<file path="config.mk">
export PLATFORM = sky130hd
export DESIGN_NAME = mfw_mmu_walk
export DESIGN_NICKNAME = d
export VERILOG_FILES = /design/src/logic/mfw_pkg.sv /design/src/logic/mfw_mmu_walk.sv
export VERILOG_INCLUDE_DIRS = /design/src /design/src/logic
export SDC_FILE = /design/constraint.sdc
export NUM_CORES = 2
export LEC_CHECK = 0
export BUFFER_PORTS_ARGS = -buffer_cell sky130_fd_sc_hd__buf_4
export CAP_MARGIN = 30
export CORE_MARGIN = 2
export CORE_UTILIZATION = 67
export CTS_BUF_LIST = sky130_fd_sc_hd__clkbuf_4 sky130_fd_sc_hd__clkbuf_8
export DETAILED_ROUTE_END_ITERATION = 16
export PLACE_DENSITY = 0.87
export SYNTH_ARGS = -nofsm -noshare
export SYNTH_HDL_FRONTEND = slang
export SYNTH_SLANG_ARGS = --single-unit
</file>
<file path="constraint.sdc">
create_clock -name clk_sys -period 10.1 [get_ports clk_sys]
set_input_delay 1.515 -clock clk_sys [delete_from_list [all_inputs] [get_ports clk_sys]]
set_output_delay 1.515 -clock clk_sys [all_outputs]
set_load 0.01 [all_outputs]
</file>
<file path="src/logic/mfw_consts.svh">
// constants of the two-level table walk front end
`ifndef MFW_CONSTS_SVH
`define MFW_CONSTS_SVH
`define MFW_CR_CTRL     4'h1
`define MFW_CR_TTB      4'h2
`define MFW_CR_DAC      4'h3
`define MFW_CR_FSR      4'h5
`define MFW_CR_FAR      4'h6
`define MFW_CR_TLBOP    4'h8
`define MFW_CR_LOCK     4'hA
`define MFW_CR_PID      4'hD
`define MFW_OP2_DATA    3'h0
`define MFW_OP2_INSTR   3'h1
`define MFW_OP2_ALL     3'h0
`define MFW_OP2_ONE     3'h1
`define MFW_BIT_M       0
`define MFW_BIT_A       1
`define MFW_BIT_S       8
`define MFW_BIT_R       9
`define MFW_CTRL_MASK   32'h0000_0303
`define MFW_TTB_MASK    32'hFFFF_C000
`define MFW_LOCK_MASK   32'h1C00_0001
`define MFW_FS_MASK     32'h0000_00FF
`define MFW_PID_LSB     25
`define MFW_D_FAULT     2'h0
`define MFW_D_COARSE    2'h1
`define MFW_D_SECTION   2'h2
`define MFW_D_FINE      2'h3
`define MFW_F_ALIGN     4'h1
`define MFW_F_TRANS_S   4'h5
`define MFW_F_TRANS_P   4'h7
`define MFW_F_DOM_S     4'h9
`define MFW_F_DOM_P     4'hB
`define MFW_F_PERM_S    4'hD
`define MFW_F_PERM_P    4'hF
`define MFW_DAC_NONE    2'h0
`define MFW_DAC_CLIENT  2'h1
`define MFW_DAC_MGR     2'h3
`endif

</file>
<file path="src/logic/mfw_pkg.sv">
// types of the two-level table walk front end
package mfw_pkg;
    typedef enum logic [1:0] {
        MFW_IDLE  = 2'b00,
        MFW_L1    = 2'b01,
        MFW_L2    = 2'b10,
        MFW_CHECK = 2'b11
    } mfw_state_t;
    typedef logic [31:0] mfw_word_t;
    typedef logic [3:0]  mfw_creg_t;
endpackage : mfw_pkg

</file>
<file path="src/logic/mfw_mmu_walk.sv">
// mmu register file, relocation, tlb and hardware table walk
// ----------------------------------------------------------------------
// Functional notes
// - table base holds bits 31..14; software keeps the table 16KB aligned
// - domain access register is sixteen two-bit fields, one per domain
// - fault status holds domain in 7..4 and fault type in 3..0
// - fault address captures the modified address of a data abort
// - prefetch abort address goes out on the abort link register
// - tlb operation write invalidates all unpreserved entries or one entry
// - tlb operation register is write-only; all others read and write
// - lockdown uses bits 28..26 and 0 to lock loaded entries
// - hardware updates fault status and address on abort, beside writes
// - control holds mmu enable, alignment check and S and R bits
// - modified addresses map to physical ones with permission checks
// - walk hardware reads the table and loads results into the tlb
// - a walk starts only when the tlb misses
// - table base reads return zero in the low fourteen bits
// - first-level table has 4096 word entries, each one megabyte
// - first fetch address is base 31..14 joined with address 31..20
// - walk starts with level one; pages need one more level-two fetch
// - descriptor low bits: 00 fault, 01 coarse, 10 section, 11 fine
// - addresses below 32MB add pid times 32MB; none while mmu is off
// - after reset the mmu is off and maps nothing
// ----------------------------------------------------------------------
`timescale 1ns/1ps
`include "mfw_consts.svh"
module mfw_mmu_walk (
    // clock, reset, enable
    input  wire logic              clk_sys,
    input  wire logic              rst_n,
    input  wire logic              clk_en,
    // coprocessor register access
    input  wire logic              cp_wr,
    input  wire logic              cp_rd,
    input  wire mfw_pkg::mfw_creg_t cp_crn,
    input  wire logic [2:0]        cp_opc2,
    input  wire mfw_pkg::mfw_word_t cp_wdata,
    output      mfw_pkg::mfw_word_t cp_rdata,
    // core translation request
    input  wire logic              core_req,
    input  wire mfw_pkg::mfw_word_t core_va,
    input  wire logic              core_instr,
    input  wire logic              core_write,
    input  wire logic              core_priv,
    input  wire logic              core_word,
    output      logic              core_ack,
    output      logic              core_abort,
    output      mfw_pkg::mfw_word_t core_pa,
    output      mfw_pkg::mfw_word_t abort_link_register,
    // table memory read port
    output      logic              mem_req,
    output      mfw_pkg::mfw_word_t mem_addr,
    input  wire logic              mem_ack,
    input  wire mfw_pkg::mfw_word_t mem_rdata
);
    import mfw_pkg::*;
    localparam int N = 8;

    // ------------------------------------------------------------------
    // registers
    // ------------------------------------------------------------------
    mfw_word_t  ctrl_q, ttb_q, dac_q, dfs_q, ifs_q, far_q, lock_q;
    logic [6:0] pid_q;
    mfw_state_t st_q;
    mfw_word_t  va_q, rva_q, desc_q;
    logic       wr_q, priv_q, instr_q, walked_q;
    logic [21:0] epa_q;
    logic [3:0] edom_q;
    logic [1:0] eap_q;
    logic       esec_q;
    logic [2:0] rr_q;
    logic       tv_q [N];
    logic       tl_q [N];
    logic [21:0] ttag_q [N];
    logic [21:0] tpa_q [N];
    logic [3:0] tdom_q [N];
    logic [1:0] tap_q [N];
    logic       tsec_q [N];

    // ------------------------------------------------------------------
    // relocation and lookup
    // ------------------------------------------------------------------
    wire        mmu_on = ctrl_q[`MFW_BIT_M];
    wire        low32m = (core_va[31:`MFW_PID_LSB] == 7'h00);
    wire mfw_word_t rva = (mmu_on && low32m)
        ? {pid_q, core_va[`MFW_PID_LSB-1:0]} : core_va;
    logic [N-1:0] hitv;
    logic [N-1:0] opv;
    genvar g;
    for (g = 0; g < N; g++) begin : g_cmp
        assign hitv[g] = tv_q[g] && (ttag_q[g] == rva[31:10]);
        assign opv[g]  = tv_q[g] && (ttag_q[g] == cp_wdata[31:10]);
    end
    logic [2:0] hit_idx;
    always_comb begin
        hit_idx = 3'h0;
        for (int i = N - 1; i >= 0; i--) begin
            if (hitv[i]) begin
                hit_idx = 3'(i);
            end
        end
    end
    wire tlb_hit = |hitv;
    wire mis_al = ctrl_q[`MFW_BIT_A] && !core_instr && core_word
        && (core_va[1:0] != 2'h0);
    wire take = clk_en && st_q == MFW_IDLE && core_req && !core_ack;

    // ------------------------------------------------------------------
    // descriptor decode
    // ------------------------------------------------------------------
    wire [1:0] d1t = desc_q[1:0];
    wire [1:0] d2t = mem_rdata[1:0];
    wire mfw_word_t l2_addr = (mem_rdata[1:0] == `MFW_D_COARSE)
        ? {mem_rdata[31:10], rva_q[19:12], 2'h0}
        : {mem_rdata[31:12], rva_q[19:10], 2'h0};
    wire l2_bad = d2t == `MFW_D_FAULT
        || (d2t == 2'h3 && d1t == `MFW_D_COARSE);
    wire [1:0] sub = (d2t == 2'h1) ? rva_q[15:14]
        : (d2t == 2'h2) ? rva_q[11:10] : 2'h0;
    wire [1:0] l2_ap = mem_rdata[4'd4 + {1'b0, sub, 1'b0} +: 2];
    wire [21:0] l2_pa = (d2t == 2'h1) ? {mem_rdata[31:16], rva_q[15:10]}
        : (d2t == 2'h2) ? {mem_rdata[31:12], rva_q[11:10]}
        : mem_rdata[31:10];

    // ------------------------------------------------------------------
    // permission check
    // ------------------------------------------------------------------
    wire [1:0] dfield = dac_q[{edom_q, 1'b0} +: 2];
    logic ap_ok;
    always_comb begin
        unique case (eap_q)
            2'h0: ap_ok = !wr_q && (priv_q
                ? (ctrl_q[`MFW_BIT_S] | ctrl_q[`MFW_BIT_R])
                : ctrl_q[`MFW_BIT_R]);
            2'h1: ap_ok = priv_q;
            2'h2: ap_ok = priv_q || !wr_q;
            2'h3: ap_ok = 1'b1;
        endcase
    end
    wire [3:0] chk_fs =
        (dfield == `MFW_DAC_MGR) ? 4'h0
        : (dfield != `MFW_DAC_CLIENT)
            ? (esec_q ? `MFW_F_DOM_S : `MFW_F_DOM_P)
        : ap_ok ? 4'h0 : (esec_q ? `MFW_F_PERM_S : `MFW_F_PERM_P);

    // ------------------------------------------------------------------
    // walk state machine and responses
    // ------------------------------------------------------------------
    logic       fin, fab;
    logic [3:0] ffs, fdom;
    mfw_word_t  fpa;
    always_comb begin
        fin = 1'b0; fab = 1'b0; ffs = 4'h0; fdom = 4'h0;
        fpa = {epa_q, va_q[9:0]};
        if (take && (mis_al || !mmu_on)) begin
            fin = 1'b1; fab = mis_al; ffs = `MFW_F_ALIGN; fpa = rva;
        end else if (clk_en && st_q == MFW_L1 && mem_ack
                     && mem_rdata[1:0] == `MFW_D_FAULT) begin
            fin = 1'b1; fab = 1'b1; ffs = `MFW_F_TRANS_S;
        end else if (clk_en && st_q == MFW_L2 && mem_ack && l2_bad) begin
            fin = 1'b1; fab = 1'b1; ffs = `MFW_F_TRANS_P;
            fdom = desc_q[8:5];
        end else if (clk_en && st_q == MFW_CHECK) begin
            fin = 1'b1; fab = chk_fs != 4'h0; ffs = chk_fs;
            fdom = edom_q;
        end
    end

    always_ff @(posedge clk_sys) begin
        if (!rst_n) begin
            st_q <= MFW_IDLE; mem_req <= 1'b0; mem_addr <= 32'h0;
            walked_q <= 1'b0;
        end else if (clk_en) begin
            unique case (st_q)
                MFW_IDLE: if (take && !fin) begin
                    walked_q <= !tlb_hit;
                    st_q     <= tlb_hit ? MFW_CHECK : MFW_L1;
                    mem_req  <= !tlb_hit;
                    mem_addr <= {ttb_q[31:14], rva[31:20], 2'h0};
                end
                MFW_L1: if (mem_ack) begin
                    mem_req <= mem_rdata[0];
                    mem_addr <= l2_addr;
                    st_q <= (mem_rdata[1:0] == `MFW_D_FAULT) ? MFW_IDLE
                          : mem_rdata[0] ? MFW_L2 : MFW_CHECK;
                end
                MFW_L2: if (mem_ack) begin
                    mem_req <= 1'b0;
                    st_q <= l2_bad ? MFW_IDLE : MFW_CHECK;
                end
                MFW_CHECK: st_q <= MFW_IDLE;
            endcase
        end
    end

    // latched request and current entry
    always_ff @(posedge clk_sys) begin
        if (!rst_n) begin
            va_q <= 32'h0; rva_q <= 32'h0; desc_q <= 32'h0;
            wr_q <= 1'b0; priv_q <= 1'b0; instr_q <= 1'b0;
            epa_q <= 22'h0; edom_q <= 4'h0; eap_q <= 2'h0; esec_q <= 1'b0;
        end else if (clk_en) begin
            if (take) begin
                va_q <= core_va; rva_q <= rva; wr_q <= core_write;
                priv_q <= core_priv; instr_q <= core_instr;
                epa_q <= tpa_q[hit_idx]; edom_q <= tdom_q[hit_idx];
                eap_q <= tap_q[hit_idx]; esec_q <= tsec_q[hit_idx];
            end
            if (st_q == MFW_L1 && mem_ack) begin
                desc_q <= mem_rdata;
                epa_q <= {mem_rdata[31:20], rva_q[19:10]};
                edom_q <= mem_rdata[8:5]; eap_q <= mem_rdata[11:10];
                esec_q <= 1'b1;
            end
            if (st_q == MFW_L2 && mem_ack) begin
                epa_q <= l2_pa; eap_q <= l2_ap; esec_q <= 1'b0;
            end
        end
    end

    // answers to the core
    always_ff @(posedge clk_sys) begin
        if (!rst_n) begin
            core_ack <= 1'b0; core_abort <= 1'b0; core_pa <= 32'h0;
            abort_link_register <= 32'h0;
        end else if (clk_en) begin
            core_ack <= fin;
            core_abort <= fin && fab;
            if (fin) begin
                core_pa <= fpa;
            end
            if (fin && fab && (take ? core_instr : instr_q)) begin
                abort_link_register <= take ? core_va : va_q;
            end
        end else begin
            core_ack <= 1'b0;
        end
    end

    // ------------------------------------------------------------------
    // register file and tlb
    // ------------------------------------------------------------------
    wire wsel = clk_en && cp_wr;
    wire ab_i = fin && fab && (take ? core_instr : instr_q);
    wire ab_d = fin && fab && !(take ? core_instr : instr_q);
    wire [2:0] ld_idx = lock_q[0] ? lock_q[28:26] : rr_q;
    wire ld = clk_en && st_q == MFW_CHECK && walked_q
        && (lock_q[0] || !tl_q[rr_q]);
    always_ff @(posedge clk_sys) begin
        if (!rst_n) begin
            ctrl_q <= 32'h0; ttb_q <= 32'h0; dac_q <= 32'h0;
            dfs_q <= 32'h0; ifs_q <= 32'h0; far_q <= 32'h0;
            lock_q <= 32'h0; pid_q <= 7'h00;
        end else if (wsel) begin
            unique case (cp_crn)
                `MFW_CR_CTRL: ctrl_q <= cp_wdata & `MFW_CTRL_MASK;
                `MFW_CR_TTB:  ttb_q <= cp_wdata & `MFW_TTB_MASK;
                `MFW_CR_DAC:  dac_q <= cp_wdata;
                `MFW_CR_FSR:
                    if (cp_opc2 == `MFW_OP2_INSTR && !ab_i) begin
                        ifs_q <= cp_wdata & `MFW_FS_MASK;
                    end else if (cp_opc2 == `MFW_OP2_DATA && !ab_d) begin
                        dfs_q <= cp_wdata & `MFW_FS_MASK;
                    end
                `MFW_CR_FAR:  if (!ab_d) far_q <= cp_wdata;
                `MFW_CR_LOCK: lock_q <= cp_wdata & `MFW_LOCK_MASK;
                `MFW_CR_PID:  pid_q <= cp_wdata[31:`MFW_PID_LSB];
                default: ;
            endcase
        end
        if (rst_n && clk_en && ab_d) begin
            dfs_q <= {24'h0, fdom, ffs};
            far_q <= take ? rva : rva_q;
        end
        if (rst_n && clk_en && ab_i) begin
            ifs_q <= {24'h0, fdom, ffs};
        end
    end

    always_ff @(posedge clk_sys) begin
        if (!rst_n) begin
            rr_q <= 3'h0;
            for (int i = 0; i < N; i++) begin
                tv_q[i] <= 1'b0; tl_q[i] <= 1'b0;
            end
        end else if (clk_en) begin
            for (int i = 0; i < N; i++) begin
                if (cp_wr && cp_crn == `MFW_CR_TLBOP
                    && ((cp_opc2 == `MFW_OP2_ALL && !tl_q[i])
                     || (cp_opc2 == `MFW_OP2_ONE && opv[i]))) begin
                    tv_q[i] <= 1'b0;
                    tl_q[i] <= 1'b0;
                end
            end
            if (ld) begin
                tv_q[ld_idx] <= 1'b1; tl_q[ld_idx] <= lock_q[0];
                ttag_q[ld_idx] <= rva_q[31:10]; tpa_q[ld_idx] <= epa_q;
                tdom_q[ld_idx] <= edom_q; tap_q[ld_idx] <= eap_q;
                tsec_q[ld_idx] <= esec_q;
                rr_q <= rr_q + 3'h1;
            end
        end
    end

    // read data
    always_ff @(posedge clk_sys) begin
        if (!rst_n) begin
            cp_rdata <= 32'h0;
        end else if (clk_en && cp_rd) begin
            unique case (cp_crn)
                `MFW_CR_CTRL: cp_rdata <= ctrl_q;
                `MFW_CR_TTB:  cp_rdata <= ttb_q;
                `MFW_CR_DAC:  cp_rdata <= dac_q;
                `MFW_CR_FSR:  cp_rdata <=
                    (cp_opc2 == `MFW_OP2_INSTR) ? ifs_q : dfs_q;
                `MFW_CR_FAR:  cp_rdata <= far_q;
                `MFW_CR_LOCK: cp_rdata <= lock_q;
                `MFW_CR_PID:  cp_rdata <= {pid_q, 25'h0};
                default:      cp_rdata <= 32'h0;
            endcase
        end
    end
endmodule : mfw_mmu_walk

</file>
Word level (Yosys, flattened, before mapping)
Memories as Yosys holds them, arrays and structs flattened. A register that Yosys moved wholly into a read port is not among the register bits. Index checks and enable logic that the tools add are counted.

Register bits after elaboration: 355. Logic and storage cells: 381. Memories kept: 7. Memory bits (writable): 424. Output and inout bits: 131.

Shift operators: 2. Equal/unequal tests: 49. Reduce and logical (&&, ||, !) cells: 135. Bitwise operators: 17. Multiplexer cells: 141. Add/subtract/negate cells: 2.

Memory list: tpa_q (words 8, bits a word 22, rd ports 1, clocked after memory_dff 0, write ports 1, RTL line mfw_mmu_walk.sv:75) `logic [21:0] tpa_q [N];`; ttag_q (words 8, bits a word 22, rd ports 8, clocked after memory_dff 0, write ports 1, RTL line mfw_mmu_walk.sv:74) `logic [21:0] ttag_q [N];`; tdom_q (words 8, bits a word 4, rd ports 1, clocked after memory_dff 0, write ports 1, RTL line mfw_mmu_walk.sv:76) `logic [3:0] tdom_q [N];`; tap_q (words 8, bits a word 2, rd ports 1, clocked after memory_dff 0, write ports 1, RTL line mfw_mmu_walk.sv:77) `logic [1:0] tap_q [N];`; tl_q (words 8, bits a word 1, rd ports 9, clocked after memory_dff 1, write ports 9, RTL line mfw_mmu_walk.sv:73) `logic tl_q [N];`; tsec_q (words 8, bits a word 1, rd ports 1, clocked after memory_dff 0, write ports 1, RTL line mfw_mmu_walk.sv:78) `logic tsec_q [N];`; 1 more memories.

Operator list (number): $eq 22x22->1 (16); $mux 32 (11); $pmux 32 s7 (1); $mux 8 (12); $logic_and 1x1->1 (73); $mux 1 (70); $mux 22 (3); $pmux 32 s2 (1); $mux 4 (13); $mux 3 (11); $shiftx 32x5->2 (1); $shiftx 32x6->2 (1); $mux 2 (14); $reduce_and 2->1 (13); $ne 3x1->1 const B (7); $logic_not 1->1 (18); $or 1x1->1 (17); $eq 2x2->1 const B (7); $eq 4x4->1 const B (3); $logic_or 1x1->1 (12); $mux 12 (1); $reduce_and 4->1 (3); $reduce_and 3->1 (3); $eq 2x1->1 const B (4); 21 further kinds (31).

Longest topological paths before layout
Depth in word-level cells: 22. Gate-level depth with buffers: 15. Mapped depth without buffers: 12.

Worst setup path after synthesis
OpenSTA, ideal clock, no wires.

Kind: input -> register. Start: input port clk_en. End: memory tl_q[7] (enable). Required time: 9.800 ns. Slack: 4.667 ns. Data arrival time: 5.133 ns. Library setup time: 0.300 ns. Stages: 7. Cell sequence: clkbuf_1 and2_1 clkbuf_1 o211a_1 nand3b_1 nor2_1 or2_2.

RTL lines: start, declared (RTL line mfw_mmu_walk.sv:31) `input wire logic clk_en,`; end, declared (RTL line mfw_mmu_walk.sv:73).

Worst setup path after layout
Start: input port core_va[28]. End: register epa_q[0].

Longest elaborated chain between the ends: 17. Elaborated cells on any way between the ends: 31. Those cells by class: eq/ne: 8; mux: 12; reduce/logical: 10; memory: 1.

RTL lines: start, declared (RTL line mfw_mmu_walk.sv:41) `input wire mfw_pkg::mfw_word_t core_va,`; $logic_not 7->1 (RTL line mfw_mmu_walk.sv:84) `` wire low32m = (core_va[31:`MFW_PID_LSB] == 7'h00); ``; $logic_and 1x1->1 (RTL line mfw_mmu_walk.sv:85) `wire mfw_word_t rva = (mmu_on && low32m)`; $mux 32 * (RTL line mfw_mmu_walk.sv:85); $eq 22x22->1 (RTL line mfw_mmu_walk.sv:91) `assign hitv[g] = tv_q[g] && (ttag_q[g] == rva[31:10]);`; $logic_and 1x1->1 (RTL line mfw_mmu_walk.sv:91); $mux 3 (7 in a row) (RTL line mfw_mmu_walk.sv:98) `if (hitv[i]) begin`; $mux 3 * (RTL line mfw_mmu_walk.sv:98); $mem_v2 8x22 *; $mux 22 * (RTL line mfw_mmu_walk.sv:203) `if (take) begin`; $mux 22 * (RTL line mfw_mmu_walk.sv:209) `if (st_q == MFW_L1 && mem_ack) begin`; $mux 22 * (RTL line mfw_mmu_walk.sv:215) `if (st_q == MFW_L2 && mem_ack) begin`; end signal, assigned (RTL line mfw_mmu_walk.sv:206) `epa_q <= tpa_q[hit_idx]; edom_q <= tdom_q[hit_idx];`; end signal, assigned (RTL line mfw_mmu_walk.sv:211) `epa_q <= {mem_rdata[31:20], rva_q[19:10]};`; end, declared (RTL line mfw_mmu_walk.sv:67) `logic [21:0] epa_q;`.

Mark *: on every way between the ends. The rest lies on a longest branch, timed or not. The select of a mux whose other input is x is not followed. A chain may end at the register's enable or synchronous reset.

==> Flow_metrics.wiki <==
{| class="wikitable"
! Metric !! Value
|-
| Setup Skew || 0.0268 ns
|-
| Area of the core || 52800 sq um
|-
| Clock buffer count from CTS || 121
|-
| Critical path data required time || 10.72 ns
|-
| Global routing usage summed across all routing layers || 42.1%
|-
| GR met2 Demand/Resource || roughly three fifths
|-
| Crit path launch type || input port
|-
| Met1 demand-to-capacity share in global routing || 53.1%
|-
| Slew margin rel. || 31.0%
|-
| Antenna violations before repair || 3
|-
| Count of cells along the worst hold path || 2
|-
| Clock sink count || 777
|-
| Most frequent cells in the layout || nand2_1, edfxtp_1, xnor2_1
|-
| Global placer's final weighted congestion || just under 1
|-
| Hold_buf cts || 0
|-
| Routed len/inst || 27.9 microns
|-
| CTS root buffer || clkbuf_8
|-
| Util after Layout || 77.3%
|-
| Critical path endpoint category || register
|-
| Drt total wl || 118000 microns
|-
| Critical Path Most Common Cell || buf_4
|-
| Sequential Area || 20100 sq um
|-
| Max FO, Critical Path || 49
|-
| Number of post-CTS setup repair buffers || 0
|-
| Level count of the clock H-tree || 3
|-
| Max-cap check violation count || 0
|-
| Unrepaired setup endpoints after global routing || no
|-
| Cell depth of the worst flop-to-flop path || 12
|-
| Peak-usage layer in the global routing report || met2
|-
| Async S/R FF share, synth || 0%
|-
| Cell area power density || approximately 170 nW/um^2
|-
| Run status || finished, final reports clean
|-
| Area used by multi-input combinational logic || between 10000 and 15000 sq um
|-
| Router iterations before antenna repair || 7
|-
| Skew-Pair Late Insertion Delay || approximately 0.76 ns
|-
| Area growth from synthesis to layout || 13.6%
|-
| Final hold violation count || 0
|-
| Period utilization || 53.8%
|-
| Cell at the slowest stage of the critical path || nor2b_1
|-
| Number of remaining DRC errors || 0
|-
| Fraction of synthesized cell area taken by the top area cell type || 38.4%
|-
| Number of top-level pins || 245
|-
| Fmax || 184 MHz
|-
| Iter 0 DRT Violations || around 4300
|-
| Critical path data arrival time || a little over 6 ns
|-
| Total overflow reported by the global router || 0
|-
| Antenna violation net count after detailed routing || 0
|-
| Cell area after synthesis || 35900 sq um
|-
| Buf+Inv Stages, Crit Path || 3
|-
| M3 GR Usage || 15.3%
|-
| Chip height || 236 microns
|-
| Slowest cell delay on critical path || around 0.73 ns
|-
| Mapped Avg Cell Area || 11.1 sq um
|-
| Count of flip-flops with a built-in enable after synthesis || 459
|-
| Category of the critical setup timing path || in -> reg
|-
| Placed Cells || 3990
|-
| Ordered list of cells on the worst path || buf_4 > nor4_2 > a41oi_2 > buf_4 > xnor2_1 > nor4_1 > nand4_1 > o211a_1 > a32oi_4 > buf_4 > nor2b_1 > nand3_1 > o21ai_0 > o31ai_1
|-
| Global-route wire length before repair || between 150000 and 200000 microns
|-
| Quantity of gates resized following cts || 0
|-
| Worst ir drop on vdd || 0.000117 V
|-
| Static leakage || 15.2 nW
|-
| Number of placement rows || 84
|-
| Final max-slew violation count || 0
|-
| Number of synthesized register bits || 777
|-
| Initial core utilization || 68.1%
|-
| DP HPWL || 75700 microns
|-
| Final worst path period need || 5.43 ns
|-
| Post-Synthesis Cells || approximately 3200
|-
| Number of setup violations in the final report || 0
|-
| Share of the yosys chip area belonging to registers || between 50% and 60%
|-
| Hold Path Class || reg -> reg
|-
| Detailed-route via count || 28400
|-
| Unique masters post-synth || 78
|-
| Flip-flop cell with the highest count after synthesis || edfxtp_1
|-
| Accumulated negative setup slack || 0 ns
|-
| Register clock-pin slew on the reported worst setup and hold paths || 0.07 ns
|-
| Flop-to-flop setup slack || 5.21 ns
|-
| Ratio of cells with drive above 1 in the final layout || about 16%
|-
| Die area || approximately 55000 sq um
|-
| Most common cell after layout, fill and taps aside || nand2_1
|-
| Slew of the pin with the lowest slew margin || about 1.0 ns
|-
| Number of input and output port buffers inserted || 240
|-
| DIE WIDTH || 236 microns
|-
| CP delay by family, top || simple AND/OR/NAND/NOR gates
|-
| Warning count from the yosys run || 0
|-
| Total power consumption of the routed design || 6.95 mW
|-
| Clock tree from TritonCTS || done
|-
| Via count of the first global-routing pass || 27600
|-
| Vias per std cell || 6.71
|-
| Nets@finish || 3549
|-
| Largest area contributor in the netlist || edfxtp_1
|-
| Maximum root-to-sink buffer count || 3
|-
| Largest net degree at the start of global routing || 90
|-
| Instance count on the critical path || 14
|-
| Final non-filler cell total || 4227
|-
| Largest cells by area after synthesis || edfxtp_1, dfxtp_1, xnor2_1
|-
| Count of filler cells inserted in the layout || 3315
|}
## routing by layer
metal / wire length [microns] / vias to the layer above
li1: - / 12100
met1: 40800 / 13500
met2: 50200 / 2259
met3: 18300 / 545
met4: 8540 / 0
met5: 0 / -
## sequential cells by signal, summed over array words and instances (netlist names), 32 cells and up, named ones only
name and count:
rva_q 32, dac_q 32, far_q 32, ttag_q 176, va_q 32, core_pa 32
cp_rdata 32, abort_link_register 32, tdom_q 32, tpa_q 176
## worst paths after layout
kind,from,end
worst max-delay path,core_va[28],epa_q[0]$_SDFFE_PN0P_
worst min-delay path,desc_q[1]$_SDFFE_PN0P_,desc_q[1]$_SDFFE_PN0P_
worst max register to register,st_q[0]$_SDFFE_PN0P_,far_q[24]$_DFFE_PP_
worst min register to register,desc_q[1]$_SDFFE_PN0P_,desc_q[1]$_SDFFE_PN0P_
## synthesized netlist by cell type, types with 50 or more instances
cell type	n
a21boi_0	86
a21oi_1	147
a22oi_1	50
and2_1	51
clkbuf_1	138
dfxtp_1	318
edfxtp_1	459
mux2i_1	154
nand2_1	516
nand3_1	78
nand4_1	109
nor2_1	77
nor2b_1	133
o211a_1	102
o21ai_0	75
xnor2_1	335
## report_power, final
| group | total (mW) | internal [mW] | leakage [nW] | switching, mW |
|---|---|---|---|---|
| combinational | 0.622 | 0.224 | 7.11 | 0.398 |
| sequential | 3.52 | 3.44 | 6.74 | 0.0868 |
| clock | 2.81 | 1.54 | 1.38 | 1.26 |
## final cells by class
| class | count | share of cell area (%) |
|---|---|---|
| Tap cell | 688 | 2.11 |
| Sequential cell | 777 | 49.4 |
| Inverter | 19 | 0.175 |
| Clock buffer | 183 | 5.48 |
| Timing Repair Buffer | 294 | 5.63 |
| Multi-Input combinational cell | 2215 | 36.3 |
| Clock inverter | 48 | 0.883 |
| Antenna cell | 3 | 0.0184 |
## stage by stage
stage          instance area [sq um]  setup slack (ns)  hold slack [ns]
2_1_floorplan                  35900              4.67            0.444
3_3_place_gp                   38100              4.23            0.455
3_5_place_dp                   38100              4.15            0.460
4_1_cts                        40700              4.90            0.468
5_1_grt                        40800              4.50            0.503
6_report                       40800              4.67            0.467
## worst min-delay path, delay by kind of cell, from the launching register on
kind,cells,cell delay [ns]
and+or+nand+nor,1,0.04
DFF,1,0.31
AOI/OAI and AO/OA,1,0.06
## cell families (layout without fill, tap and decap cells)
group	Yosys count	in the layout	synth area share [%]
muxes	184	184	5.61
adders and majority gates	7	7	0.244
xor gates and xnor gates	354	354	8.65
DFF	777	777	56.1
AOI/OAI and AO/OA	583	583	11.6
buffers and inverters	236	544	3.06
other	1	5	0.0104
and+or+nand+nor	1085	1085	14.8
Power figures use the tool's default switching activity.
